--- src/logic/pec_params.svh ---
`ifndef PEC_PARAMS_SVH
`define PEC_PARAMS_SVH

// CPU-side register window
`define PEC_CPU_ADDR_W       8
`define PEC_OFS_ENABLE_CTRL  8'h74
`define PEC_CTRL_RESET       32'h0000_0000

// Enable control fields
`define PEC_BIT_ARB_ON       0
`define PEC_BIT_ADD_ON       1
`define PEC_BIT_CFG_DONE     2
`define PEC_BIT_SET_INT      3
`define PEC_BIT_RST_NMI      4
`define PEC_CTRL_USED_W      5

// Add-on interrupt register fields
`define PEC_BIT_INT_PEND     0
`define PEC_AOB_RESET        32'h0000_0000

`endif

--- src/logic/pec_pkg.sv ---
package pec_pkg;

  typedef logic [31:0] pec_word_t;

  typedef enum logic [1:0] {
    PEC_ACC_IDLE,
    PEC_ACC_READ,
    PEC_ACC_WRITE
  } pec_access_t;

endpackage

--- src/logic/pec_enable_control.sv ---
`timescale 1ns/1ps
`include "pec_params.svh"

module pec_enable_control
  import pec_pkg::*;
(
  input  wire logic                        ref_clk_in,
  input  wire logic                        reset_n_in,
  input  wire logic                        cpu_sel_in,
  input  wire logic                        cpu_wr_in,
  input  wire logic [`PEC_CPU_ADDR_W-1:0]  cpu_addr_in,
  input  wire logic [3:0]                  cpu_be_in,
  input  wire logic [31:0]                 cpu_wdata_in,
  output logic                             cpu_ack_out,
  output logic [31:0]                      cpu_rdata_out,
  input  wire logic                        pci_aob_sel_in,
  input  wire logic                        pci_aob_wr_in,
  output logic                             pci_aob_ack_out,
  output logic [31:0]                      pci_aob_rdata_out,
  input  wire logic                        serr_n_in,
  output logic                             arbiter_on_out,
  output logic                             add_on_mode_out,
  output logic                             target_retry_out,
  output logic                             inta_n_out,
  output logic                             inta_oe_n_out,
  output logic                             nmi_n_out
);

  logic        arbiter_on;
  logic        add_on_mode;
  logic        config_done;
  logic        int_pending;
  logic        nmi_n;
  logic        set_int_bit;
  logic        rst_nmi_bit;
  logic        serr_n_sync;
  logic        ctrl_hit;
  logic        ctrl_wr;
  logic        ctrl_rd;
  logic        set_int_evt;
  logic        rst_nmi_evt;
  logic        pci_clr_evt;
  logic        serr_seen;
  logic        next_int_pending;
  logic        next_nmi_n;
  logic        next_config_done;
  pec_word_t   ctrl_view;
  pec_access_t cpu_access;

  pec_sync3 u_serr_sync (
    .ref_clk_in (ref_clk_in),
    .reset_n_in (reset_n_in),
    .async_in   (serr_n_in),
    .sync_out   (serr_n_sync)
  );

  // CPU access decode
  assign ctrl_hit = cpu_sel_in && (cpu_addr_in == `PEC_OFS_ENABLE_CTRL);

  always_comb begin
    if (!ctrl_hit) begin
      cpu_access = PEC_ACC_IDLE;
    end else if (cpu_wr_in) begin
      cpu_access = PEC_ACC_WRITE;
    end else begin
      cpu_access = PEC_ACC_READ;
    end
  end

  always_comb begin
    ctrl_wr = 1'b0;
    ctrl_rd = 1'b0;
    unique case (cpu_access)
      PEC_ACC_IDLE: begin
        ctrl_wr = 1'b0;
      end
      PEC_ACC_READ: begin
        ctrl_rd = 1'b1;
      end
      PEC_ACC_WRITE: begin
        ctrl_wr = cpu_be_in[0];
      end
    endcase
  end

  // Events; add-on mode as held before this write
  assign set_int_evt = ctrl_wr && cpu_wdata_in[`PEC_BIT_SET_INT]
                       && add_on_mode;
  assign rst_nmi_evt = ctrl_wr && cpu_wdata_in[`PEC_BIT_RST_NMI]
                       && add_on_mode;
  assign pci_clr_evt = pci_aob_sel_in && pci_aob_wr_in;
  assign serr_seen   = !serr_n_sync;

  // Mode bits
  always_ff @(posedge ref_clk_in or negedge reset_n_in) begin
    if (!reset_n_in) begin
      arbiter_on  <= 1'b0;
      add_on_mode <= 1'b0;
    end else if (ctrl_wr) begin
      arbiter_on  <= cpu_wdata_in[`PEC_BIT_ARB_ON];
      add_on_mode <= cpu_wdata_in[`PEC_BIT_ADD_ON];
    end
  end

  // Configuration done gates target responses
  always_comb begin
    next_config_done = config_done;
    if (ctrl_wr) begin
      next_config_done = cpu_wdata_in[`PEC_BIT_CFG_DONE];
    end
  end

  always_ff @(posedge ref_clk_in or negedge reset_n_in) begin
    if (!reset_n_in) begin
      config_done      <= 1'b0;
      target_retry_out <= 1'b1;
    end else begin
      config_done      <= next_config_done;
      target_retry_out <= !next_config_done;
    end
  end

  // Self-clearing command bits
  pec_pulse_bit u_set_int (
    .ref_clk_in (ref_clk_in),
    .reset_n_in (reset_n_in),
    .set_in     (ctrl_wr && cpu_wdata_in[`PEC_BIT_SET_INT]),
    .bit_out    (set_int_bit)
  );

  pec_pulse_bit u_rst_nmi (
    .ref_clk_in (ref_clk_in),
    .reset_n_in (reset_n_in),
    .set_in     (ctrl_wr && cpu_wdata_in[`PEC_BIT_RST_NMI]),
    .bit_out    (rst_nmi_bit)
  );

  // INTA# pending; a CPU set beats a PCI clear in the same cycle
  assign next_int_pending = set_int_evt || (int_pending && !pci_clr_evt);

  always_ff @(posedge ref_clk_in or negedge reset_n_in) begin
    if (!reset_n_in) begin
      int_pending   <= 1'b0;
      inta_oe_n_out <= 1'b1;
    end else begin
      int_pending   <= next_int_pending;
      inta_oe_n_out <= !next_int_pending;
    end
  end

  // Open-drain INTA# only ever pulls low
  always_ff @(posedge ref_clk_in or negedge reset_n_in) begin
    if (!reset_n_in) begin
      inta_n_out <= 1'b0;
    end else begin
      inta_n_out <= 1'b0;
    end
  end

  // NMI#; a live SERR# beats a software clear
  assign next_nmi_n = !serr_seen && (nmi_n || rst_nmi_evt);

  always_ff @(posedge ref_clk_in or negedge reset_n_in) begin
    if (!reset_n_in) begin
      nmi_n     <= 1'b1;
      nmi_n_out <= 1'b1;
    end else begin
      nmi_n     <= next_nmi_n;
      nmi_n_out <= next_nmi_n;
    end
  end

  always_ff @(posedge ref_clk_in or negedge reset_n_in) begin
    if (!reset_n_in) begin
      arbiter_on_out  <= 1'b0;
      add_on_mode_out <= 1'b0;
    end else begin
      arbiter_on_out  <= ctrl_wr ? cpu_wdata_in[`PEC_BIT_ARB_ON]
                                 : arbiter_on;
      add_on_mode_out <= ctrl_wr ? cpu_wdata_in[`PEC_BIT_ADD_ON]
                                 : add_on_mode;
    end
  end

  // Read view; bit 3 shows pending, not the stored command
  always_comb begin
    ctrl_view = `PEC_CTRL_RESET;
    ctrl_view[`PEC_BIT_ARB_ON]   = arbiter_on;
    ctrl_view[`PEC_BIT_ADD_ON]   = add_on_mode;
    ctrl_view[`PEC_BIT_CFG_DONE] = config_done;
    ctrl_view[`PEC_BIT_SET_INT]  = int_pending;
    ctrl_view[`PEC_BIT_RST_NMI]  = rst_nmi_bit;
  end

  always_ff @(posedge ref_clk_in or negedge reset_n_in) begin
    if (!reset_n_in) begin
      cpu_ack_out   <= 1'b0;
      cpu_rdata_out <= `PEC_CTRL_RESET;
    end else begin
      cpu_ack_out   <= ctrl_hit;
      cpu_rdata_out <= ctrl_rd ? ctrl_view : `PEC_CTRL_RESET;
    end
  end

  // Add-on interrupt register as seen from the PCI side
  always_ff @(posedge ref_clk_in or negedge reset_n_in) begin
    if (!reset_n_in) begin
      pci_aob_ack_out   <= 1'b0;
      pci_aob_rdata_out <= `PEC_AOB_RESET;
    end else begin
      pci_aob_ack_out   <= pci_aob_sel_in;
      pci_aob_rdata_out <= `PEC_AOB_RESET;
      if (pci_aob_sel_in && !pci_aob_wr_in) begin
        pci_aob_rdata_out[`PEC_BIT_INT_PEND] <= int_pending;
      end
    end
  end
endmodule // pec_enable_control

--- src/logic/pec_sync3.sv ---
`timescale 1ns/1ps

module pec_sync3 (
  input  wire logic ref_clk_in,
  input  wire logic reset_n_in,
  input  wire logic async_in,
  output logic      sync_out
);

  logic stage1;
  logic stage2;
  logic stage3;

  always_ff @(posedge ref_clk_in or negedge reset_n_in) begin
    if (!reset_n_in) begin
      stage1 <= 1'b1;
      stage2 <= 1'b1;
      stage3 <= 1'b1;
    end else begin
      stage1 <= async_in;
      stage2 <= stage1;
      stage3 <= stage2;
    end
  end

  // Accept a change only once two late stages agree
  always_ff @(posedge ref_clk_in or negedge reset_n_in) begin
    if (!reset_n_in) begin
      sync_out <= 1'b1;
    end else if (stage2 == stage3) begin
      sync_out <= stage3;
    end
  end
endmodule // pec_sync3

--- src/logic/pec_pulse_bit.sv ---
`timescale 1ns/1ps

module pec_pulse_bit (
  input  wire logic ref_clk_in,
  input  wire logic reset_n_in,
  input  wire logic set_in,
  output logic      bit_out
);

  // Holds a written one for a single clock, then drops by itself
  always_ff @(posedge ref_clk_in or negedge reset_n_in) begin
    if (!reset_n_in) begin
      bit_out <= 1'b0;
    end else begin
      bit_out <= set_in;
    end
  end
endmodule // pec_pulse_bit

--- config.mk ---
export PLATFORM = sky130hd
export DESIGN_NAME = pec_enable_control
export DESIGN_NICKNAME = d
export VERILOG_FILES = /design/src/logic/pec_pkg.sv /design/src/logic/pec_enable_control.sv /design/src/logic/pec_sync3.sv /design/src/logic/pec_pulse_bit.sv
export VERILOG_INCLUDE_DIRS = /design/src /design/src/logic
export SDC_FILE = /design/constraint.sdc
export NUM_CORES = 1
export LEC_CHECK = 0
export ABC_AREA = 1
export BUFFER_PORTS_ARGS = -buffer_cell sky130_fd_sc_hd__buf_4
export CAP_MARGIN = 20
export CORE_UTILIZATION = 30
export DETAILED_ROUTE_END_ITERATION = 6
export PLACE_DENSITY = 0.7
export SLEW_MARGIN = 15
export SYNTH_ARGS = -nofsm -noshare
export SYNTH_HDL_FRONTEND = slang
export SYNTH_SLANG_ARGS = --single-unit
export TNS_END_PERCENT = 10
--- constraint.sdc ---
create_clock -name ref_clk_in -period 1 [get_ports ref_clk_in]
set_input_delay 0.3 -clock ref_clk_in [delete_from_list [all_inputs] [get_ports ref_clk_in]]
set_output_delay 0.3 -clock ref_clk_in [all_outputs]
set_load 0.02 [all_outputs]
# Word-level counts from Yosys, hierarchy flattened
# Cells that the tools add are included.
# Widths: inputs -> output; s select.
[op_classes] n_eq_ne=4 n_lt_le_gt_ge=0 div=0 n_reduce_logical=15 addsub=0 shifts=0 n_mux=7 n_mul=0 bitwise=0
[op_table] operator="$logic_and 1x1->1" n=9
[op_table] operator="$eq 8x7->1 const B" n=1
[op_table] operator="$mux 5" n=1
[op_table] operator="$logic_not 1->1" n=4
[op_table] operator="$mux 1" n=4
[op_table] operator="$mux 2" n=2
[op_table] operator="$eq 2x1->1 const B" n=1
[op_table] operator="$eq 2x2->1 const B" n=1
[op_table] operator="$logic_or 1x1->1" n=2
[op_table] operator="$eq 1x1->1" n=1
[word_totals] input_bits=51 mem_bits_ro=0 word_cells=42 ram_bits=0 out_inout_bits=72 memories=0 reg_bits=20 latchBits=0

# Logic depth before layout (Yosys ltp)
# Gate-level depths: netlist of run 1.
[logic_depth] depth_word=9 mapped_depth=8 ltp_nobuf=8

# Modules after synthesis
# A second synthesis of run 1 with hierarchy kept.
[unflattened] cells_unflattened=132 hier_area_um2=1222.4
[by_module_without_submodules] module="pec_enable_control" seq_area_each_um2=379.1 area_per_inst_um2=1076.0 cells_each=123 n_inst=1
[by_module_without_submodules] module="pec_sync3" seq_area_each_um2=105.1 area_per_inst_um2=121.4 cells_each=8 n_inst=1
[by_module_without_submodules] module="pec_pulse_bit" seq_area_each_um2=25.0 area_per_inst_um2=25.0 cells_each=1 n_inst=1

# Worst setup path before layout of run 1
# OpenSTA, ideal clock, no wires.
[synth_path] path_kind="in2reg" from="in cpu_addr_in[1]" to="reg config_done" setup_ns=0.116 arrival_time_ns=0.898 cell_stages=5 path_buffers=0 required_time_ns=0.884 path_slack_ns=-0.014 path_cell_list="nand3b_1 nor2_4 nand2_4 o21ai_2 inv_2"
[synth_between] elab_chain_cells=6
[synth_lines] item="start, declared" line="pec_enable_control.sv:11" text="input wire logic [`PEC_CPU_ADDR_W-1:0] cpu_addr_in,"
[synth_lines] item="$eq 8x7->1 (no source line)"
[synth_lines] item="$logic_and 1x1->1" line="pec_enable_control.sv:58" text="assign ctrl_hit = cpu_sel_in && (cpu_addr_in == `PEC_OFS_ENABLE_CTRL);"
[synth_lines] item="net ctrl_hit" line="pec_enable_control.sv:37" text="logic ctrl_hit;"
[synth_lines] item="$mux 2" line="pec_enable_control.sv:61" text="if (!ctrl_hit) begin"
[synth_lines] item="$eq 2x2->1" line="pec_enable_control.sv:73" text="unique case (cpu_access)"
[synth_lines] item="$mux 1" line="pec_enable_control.sv:73"
[synth_lines] item="$mux 1" line="pec_enable_control.sv:108" text="if (ctrl_wr) begin"
[synth_lines] item="net next_config_done" line="pec_enable_control.sv:46" text="logic next_config_done;"
[synth_lines] item="end signal, assigned" line="pec_enable_control.sv:118" text="config_done <= next_config_done;"
[synth_lines] item="end, declared" line="pec_enable_control.sv:31" text="logic config_done;"
# The timed path passes the listed nets, and every way through them passes these cells.
# A chain may end at the register's enable or synchronous reset.

==> flow_summary.ini, run 1 <==
[outcome]
status = complete, but fails checks
violations = setup timing

[floorplanning]
initial_core_util_pct = 31.8
row_count = 22
dieArea_um2 = 4190
core_um2 = 3720
die_x_um = 64.7
dieHeight_um = 64.7
io_pins = 123

[route]
routedWlPerCell_um = 7.86
routed_via_density = 3.19
drtAntennaViolNets = 0
via_count = 670
drt_iter0_markers = 18
top_layer = met4
drt-total-wl_um = 1650
dr.pass1.iters = 4
routed-wl-met3_um = 148
route.detailed.drc = 0
wl_met1_um = 565
wl_met2_um = 924

[place]
place_area_um2 = 1260
place_congestion = 0.676
dp_hpwl_um = 1320
io_buffers = 33

[power]
power_density_nw_per_um2 = 1270
peakVddDrop_mv = 0.476
p_leak_uw = 0.000781
p_total_uw = 1750

[synthesis]
synthTopCellsByArea = buf_4 38%, dfrtp_1 28%, dfstp_2 16%
synth_cell_types = 18
seq_area_frac_synth_pct = 43.1
synth-seq-cells = 20
avgSynthCellArea_um2 = 9.45
yosysTopAreaCellShare_pct = 37.5
synthCells = 125
yosysTopAreaCell = buf_4
syn_area_um2 = 1180
synth_warnings = 0

[setup_path]
crit_path_start_kind = flip-flop
critPathMaxFanout = 2
crit_slowest_cell = dfstp_2
end_kind = output port
path_delay_family = flip-flops
critical_path_arrival_ns = 0.90
slowest_delay_ns = 0.54
worst-path-buf-inv = 1
crit_chain = buf_6
worstSetupPathType = flip-flop to output port
required_ns = 0.70

[finish]
seq_area_um2 = 509
final_common_cell = conb_1
drive_above_1_share_pct = 32.7
syn2layout_area_growth_pct = 16.6
final_area_um2 = 1380
fillers = 406
diodes = 0
layout_common_cells = 59 x conb_1, 20 x buf_4, 14 x inv_1
multiInputGateArea_um2 = 387
fin_nets = 214

[clock_network]
clk_path_buf_depth = 2
clk_pin_slew_worst_paths_ns = 0.07
post_cts_buffers = 0
worstSkewPairLatency_ns = 0.25
htreeDepth = 1
root_buffer = clkbuf_8
clock_sinks = 20
numCtsBuffers = 3
cts_tree = done

[min_path]
hp-class = input port to flip-flop

[grt]
gr-total-overflow = 0
grt_pass1_wl_um = 2570
grt_pass1_vias = 637
grt_max_degree = 21
grtUsageTotal_pct = 8.12
antenna_found_initial = 0

[timing]
rsz0062_at_grt = true
finalSetupViolations = 13
post-route-worst-setup-slack_ns = -0.204
hold_viol_final = 0
fmax_ghz = 0.830
layout_worst_path_cycle_share_pct = 120
fin_skew_ns = 0.00430
period_needed_ns = 1.20
maxSlewViolCount = 0

[flow_run]
cap_viol_max_count = 0
-- per-layer routing --
layer | vias to the layer above | global-route usage (%)
met5 | - | 0
met4 | 0 | 4.72
met3 | 2 | 2.29
met2 | 44 | 16.0
met1 | 299 | 7.08
li1 | 325 | -
-- final timing paths --
kind,slack [ns],to,depth (start not counted),start
max reg2reg,0.21,u_serr_sync.sync_out,1,u_serr_sync.stage2
min,0.15,u_serr_sync.stage1,1,serr_n_in
min reg2reg,0.36,u_serr_sync.stage2,0,u_serr_sync.stage1
max in group asynchronous,0.28,u_serr_sync.stage1,2,reset_n_in
min in group asynchronous,0.46,cpu_rdata_out[4],2,reset_n_in
max,-0.20,nmi_n_out,1,nmi_n
-- final cells by class --
cell class	count	area share (%)
clock buffer	4	4.00
inverter	16	4.36
tap	48	4.36
multi-input combinational	88	28.1
sequential	20	37.0
timing repair buffer	34	22.3
-- Yosys cell counts --
| master | count |
|---|---|
| dfstp_2 | 7 |
| maj3_1 | 1 |
| a21oi_1 | 3 |
| nand2_1 | 7 |
| nor2_2 | 2 |
| dfrtp_1 | 13 |
| buf_4 | 59 |
| o21ai_2 | 2 |
| inv_2 | 2 |
| nor2_1 | 8 |
| nand3b_1 | 1 |
| nand4_1 | 1 |
| nand2_4 | 1 |
| conb_1 | 1 |
| nor3b_1 | 1 |
| inv_1 | 14 |
| nand3_2 | 1 |
| nor2_4 | 1 |
-- sequential cells by signal, summed over array words and instances (netlist names) --
name / flops
inta_oe_n_out: 1
config_done: 1
u_serr_sync.stage1: 1
u_serr_sync.stage3: 1
arbiter_on_out: 1
u_serr_sync.stage2: 1
u_serr_sync.sync_out: 1
u_rst_nmi.bit_out: 1
cpu_ack_out: 1
pci_aob_ack_out: 1
nmi_n: 1
target_retry_out: 1
cpu_rdata_out: 5
pci_aob_rdata_out: 1
int_pending: 1
add_on_mode_out: 1
-- where the power goes --
| part | switching (uW) | total [uW] | internal, uW |
|---|---|---|---|
| registers | 7.54 | 840 | 833 |
| logic | 248 | 319 | 71.3 |
| clock network | 246 | 595 | 350 |
| total | 501 | 1750 | 1250 |
-- metrics by stage --
stage          TNS [ns]  utilization, %  hold WS [ns]  instances  setup slack [ns]
6_report          -1.27            37.1         0.154        210            -0.204
3_5_place_dp      -1.88            34.0         0.189        205            -0.202
2_1_floorplan   -0.0144               -       0.00441        183           -0.0144
5_1_grt           -1.61            37.1         0.139        210            -0.221
4_1_cts           -1.40            37.1         0.145        210            -0.208
3_3_place_gp      -1.71            34.0         0.185        205            -0.194
-- kinds of logic after synthesis --
| kind of cell | synth area share (%) |
|---|---|
| simple gates | 10.4 |
| flops | 43.1 |
| other cells | 0.317 |
| compound gates | 2.75 |
| fa+ha+maj | 0.847 |
| buf+inv | 42.6 |
-- what timing repair did --
action / in CTS / in global routing
setup endpoints to repair: 13 / 13
hold buffers: 1 / 0
hold endpoints to repair: 13 / 0
resized for setup: 13 / 0
Power figures use the tool's default switching activity.
==> run 2, diff against run 1 <==
--- a/config.mk
+++ b/config.mk
@@ -7,11 +7,12 @@
 export NUM_CORES = 1
 export LEC_CHECK = 0
 export ABC_AREA = 1
-export BUFFER_PORTS_ARGS = -buffer_cell sky130_fd_sc_hd__buf_4
 export CAP_MARGIN = 20
 export CORE_UTILIZATION = 30
 export DETAILED_ROUTE_END_ITERATION = 6
-export PLACE_DENSITY = 0.7
+export DONT_BUFFER_PORTS = 1
+export GPL_TIMING_DRIVEN = 0
+export REMOVE_ABC_BUFFERS = 1
 export SLEW_MARGIN = 15
 export SYNTH_ARGS = -nofsm -noshare
 export SYNTH_HDL_FRONTEND = slang
==> run 2 against run 1 <==
Against the previous run: the flow finishes with violations (hold timing, setup timing); first-iteration DRC count up 94%; flip-flop and latch count did not move; sequential share of layout area is 11 points higher; die area unchanged.
==> flow_summary.ini, run 2 (same netlist as run 1, synthesis figures left out) <==
[floorplanning]
io_pins = 123
dieArea_um2 = 4190
initial_core_util_pct = 31.8
core_um2 = 3720
dieHeight_um = 64.7
die_x_um = 64.7
row_count = 22

[clock_network]
clk_path_buf_depth = 2
post_cts_buffers = 0
cts_tree = done
numCtsBuffers = 3
clk_pin_slew_worst_paths_ns = 0.07
worstSkewPairLatency_ns = 0.25
root_buffer = clkbuf_8
clock_sinks = 20
htreeDepth = 1

[place]
dp_hpwl_um = 1190
io_buffers = 0
place_congestion = 0.665
place_area_um2 = 1020
place_ws_ns = -0.103
dp.cells = 172

[timing]
fin_skew_ns = 0.00107
holdWs_ns = -0.261
maxSlewViolCount = 0
fmax_ghz = 0.873
rsz0062_at_grt = true
hold_viol_final = 20
layout_worst_path_cycle_share_pct = 115
period_needed_ns = 1.15
finalSetupViolations = 6
tns_ns = -0.447
post-route-worst-setup-slack_ns = -0.146

[setup_path]
ff2ff_setup_slack_ns = 0.14
worstSetupPathType = flip-flop to output port
end_kind = output port
crit_end = nmi_n_out
r2r-start = nmi_n
path_depth = 0
reg2reg_to = nmi_n
worst-r2r-cell-count = 2
critPathMaxFanout = 2
required_ns = 0.70
crit_path_start_kind = flip-flop
critical_path_arrival_ns = 0.85
startpoint = nmi_n

[grt]
gr-total-overflow = 0
grt_max_degree = 21
grt_pass1_vias = 484
antenna_found_initial = 0
grtUsageTotal_pct = 6.95
grt_pass1_wl_um = 2150

[route]
dr.pass1.iters = 4
drt_iter0_markers = 35
route.detailed.drc = 0
via_count = 574
drtAntennaViolNets = 0
drt-total-wl_um = 1450
routed_via_density = 3.26
routedWlPerCell_um = 8.22

[power]
peakVddDrop_mv = 0.461
power_density_nw_per_um2 = 1530
p_leak_uw = 0.000589

[finish]
final_area_um2 = 1080
regMostFlops = cpu_rdata_out
diodes = 0
syn2layout_area_growth_pct = -8.26
largest_reg_flops = 5
fillers = 409
final_common_cell = conb_1
fin_nets = 180
final_cells = 176
layout_common_cells = 59 x conb_1, 14 x inv_1, 10 x dfrtp_2
drive_above_1_share_pct = 23.4

[flow_run]
cap_viol_max_count = 0

[outcome]
status = complete, but fails checks
violations = hold timing, setup timing

[min_path]
hp-class = input port to async pin
==> run 2: what timing repair did <==
item / 4_1_cts / 5_1_grt
endpoints found under the setup margin: 12 / 13
hold endpoints to repair: 20 / 20
pin swaps: 0 / 0
resized for setup: 7 / 3
==> run 2: layer usage <==
metal | vias to the layer above | routed length [um] | share of wire [%] | GRT usage [%]
met5 | - | 0 | 0 | 0
met4 | 0 | 4 | 0.28 | 0.833
met3 | 2 | 261 | 18 | 5.46
met2 | 50 | 780 | 54 | 12.9
met1 | 265 | 400 | 28 | 5.86
li1 | 257 | - | - | -
==> run 2: worst min path at each step <==
stage                                  end  slack, ns  startpoint  depth (start not counted)
after CTS                 cpu_rdata_out[0]      -0.27  reset_n_in                          0
after floorplan            add_on_mode_out      0.004  reset_n_in                          0
final                     cpu_rdata_out[4]      -0.26  reset_n_in                          0
after detailed placement  cpu_rdata_out[3]      0.005  reset_n_in                          0
after global placement    cpu_rdata_out[3]      0.005  reset_n_in                          0
after global routing      cpu_rdata_out[1]      -0.29  reset_n_in                          0
==> run 2: cell type report <==
class                           instances  area, um^2  area share (%)
Tap cell                               48        60.1            5.54
Inverter                               16        60.1            5.54
Sequential cell                        20         522            48.2
Multi-Input combinational cell         88         387            35.7
Clock buffer                            4        55.1            5.08
==> run 2: metrics by stage <==
stage | power [uW] | utilization [%]
after floorplan | 1080 | -
after detailed placement | 1080 | 27.3
after global placement | 1080 | 27.3
after CTS | 1680 | 29.1
final | 1660 | 29.2
after global routing | 1740 | 29.2
==> run 2: where the power goes <==
part | switching [uW] | total [uW] | internal (uW)
sequential | 12.5 | 846 | 834
combinational | 212 | 224 | 12.8
clock | 236 | 585 | 349
total | 460 | 1660 | 1200
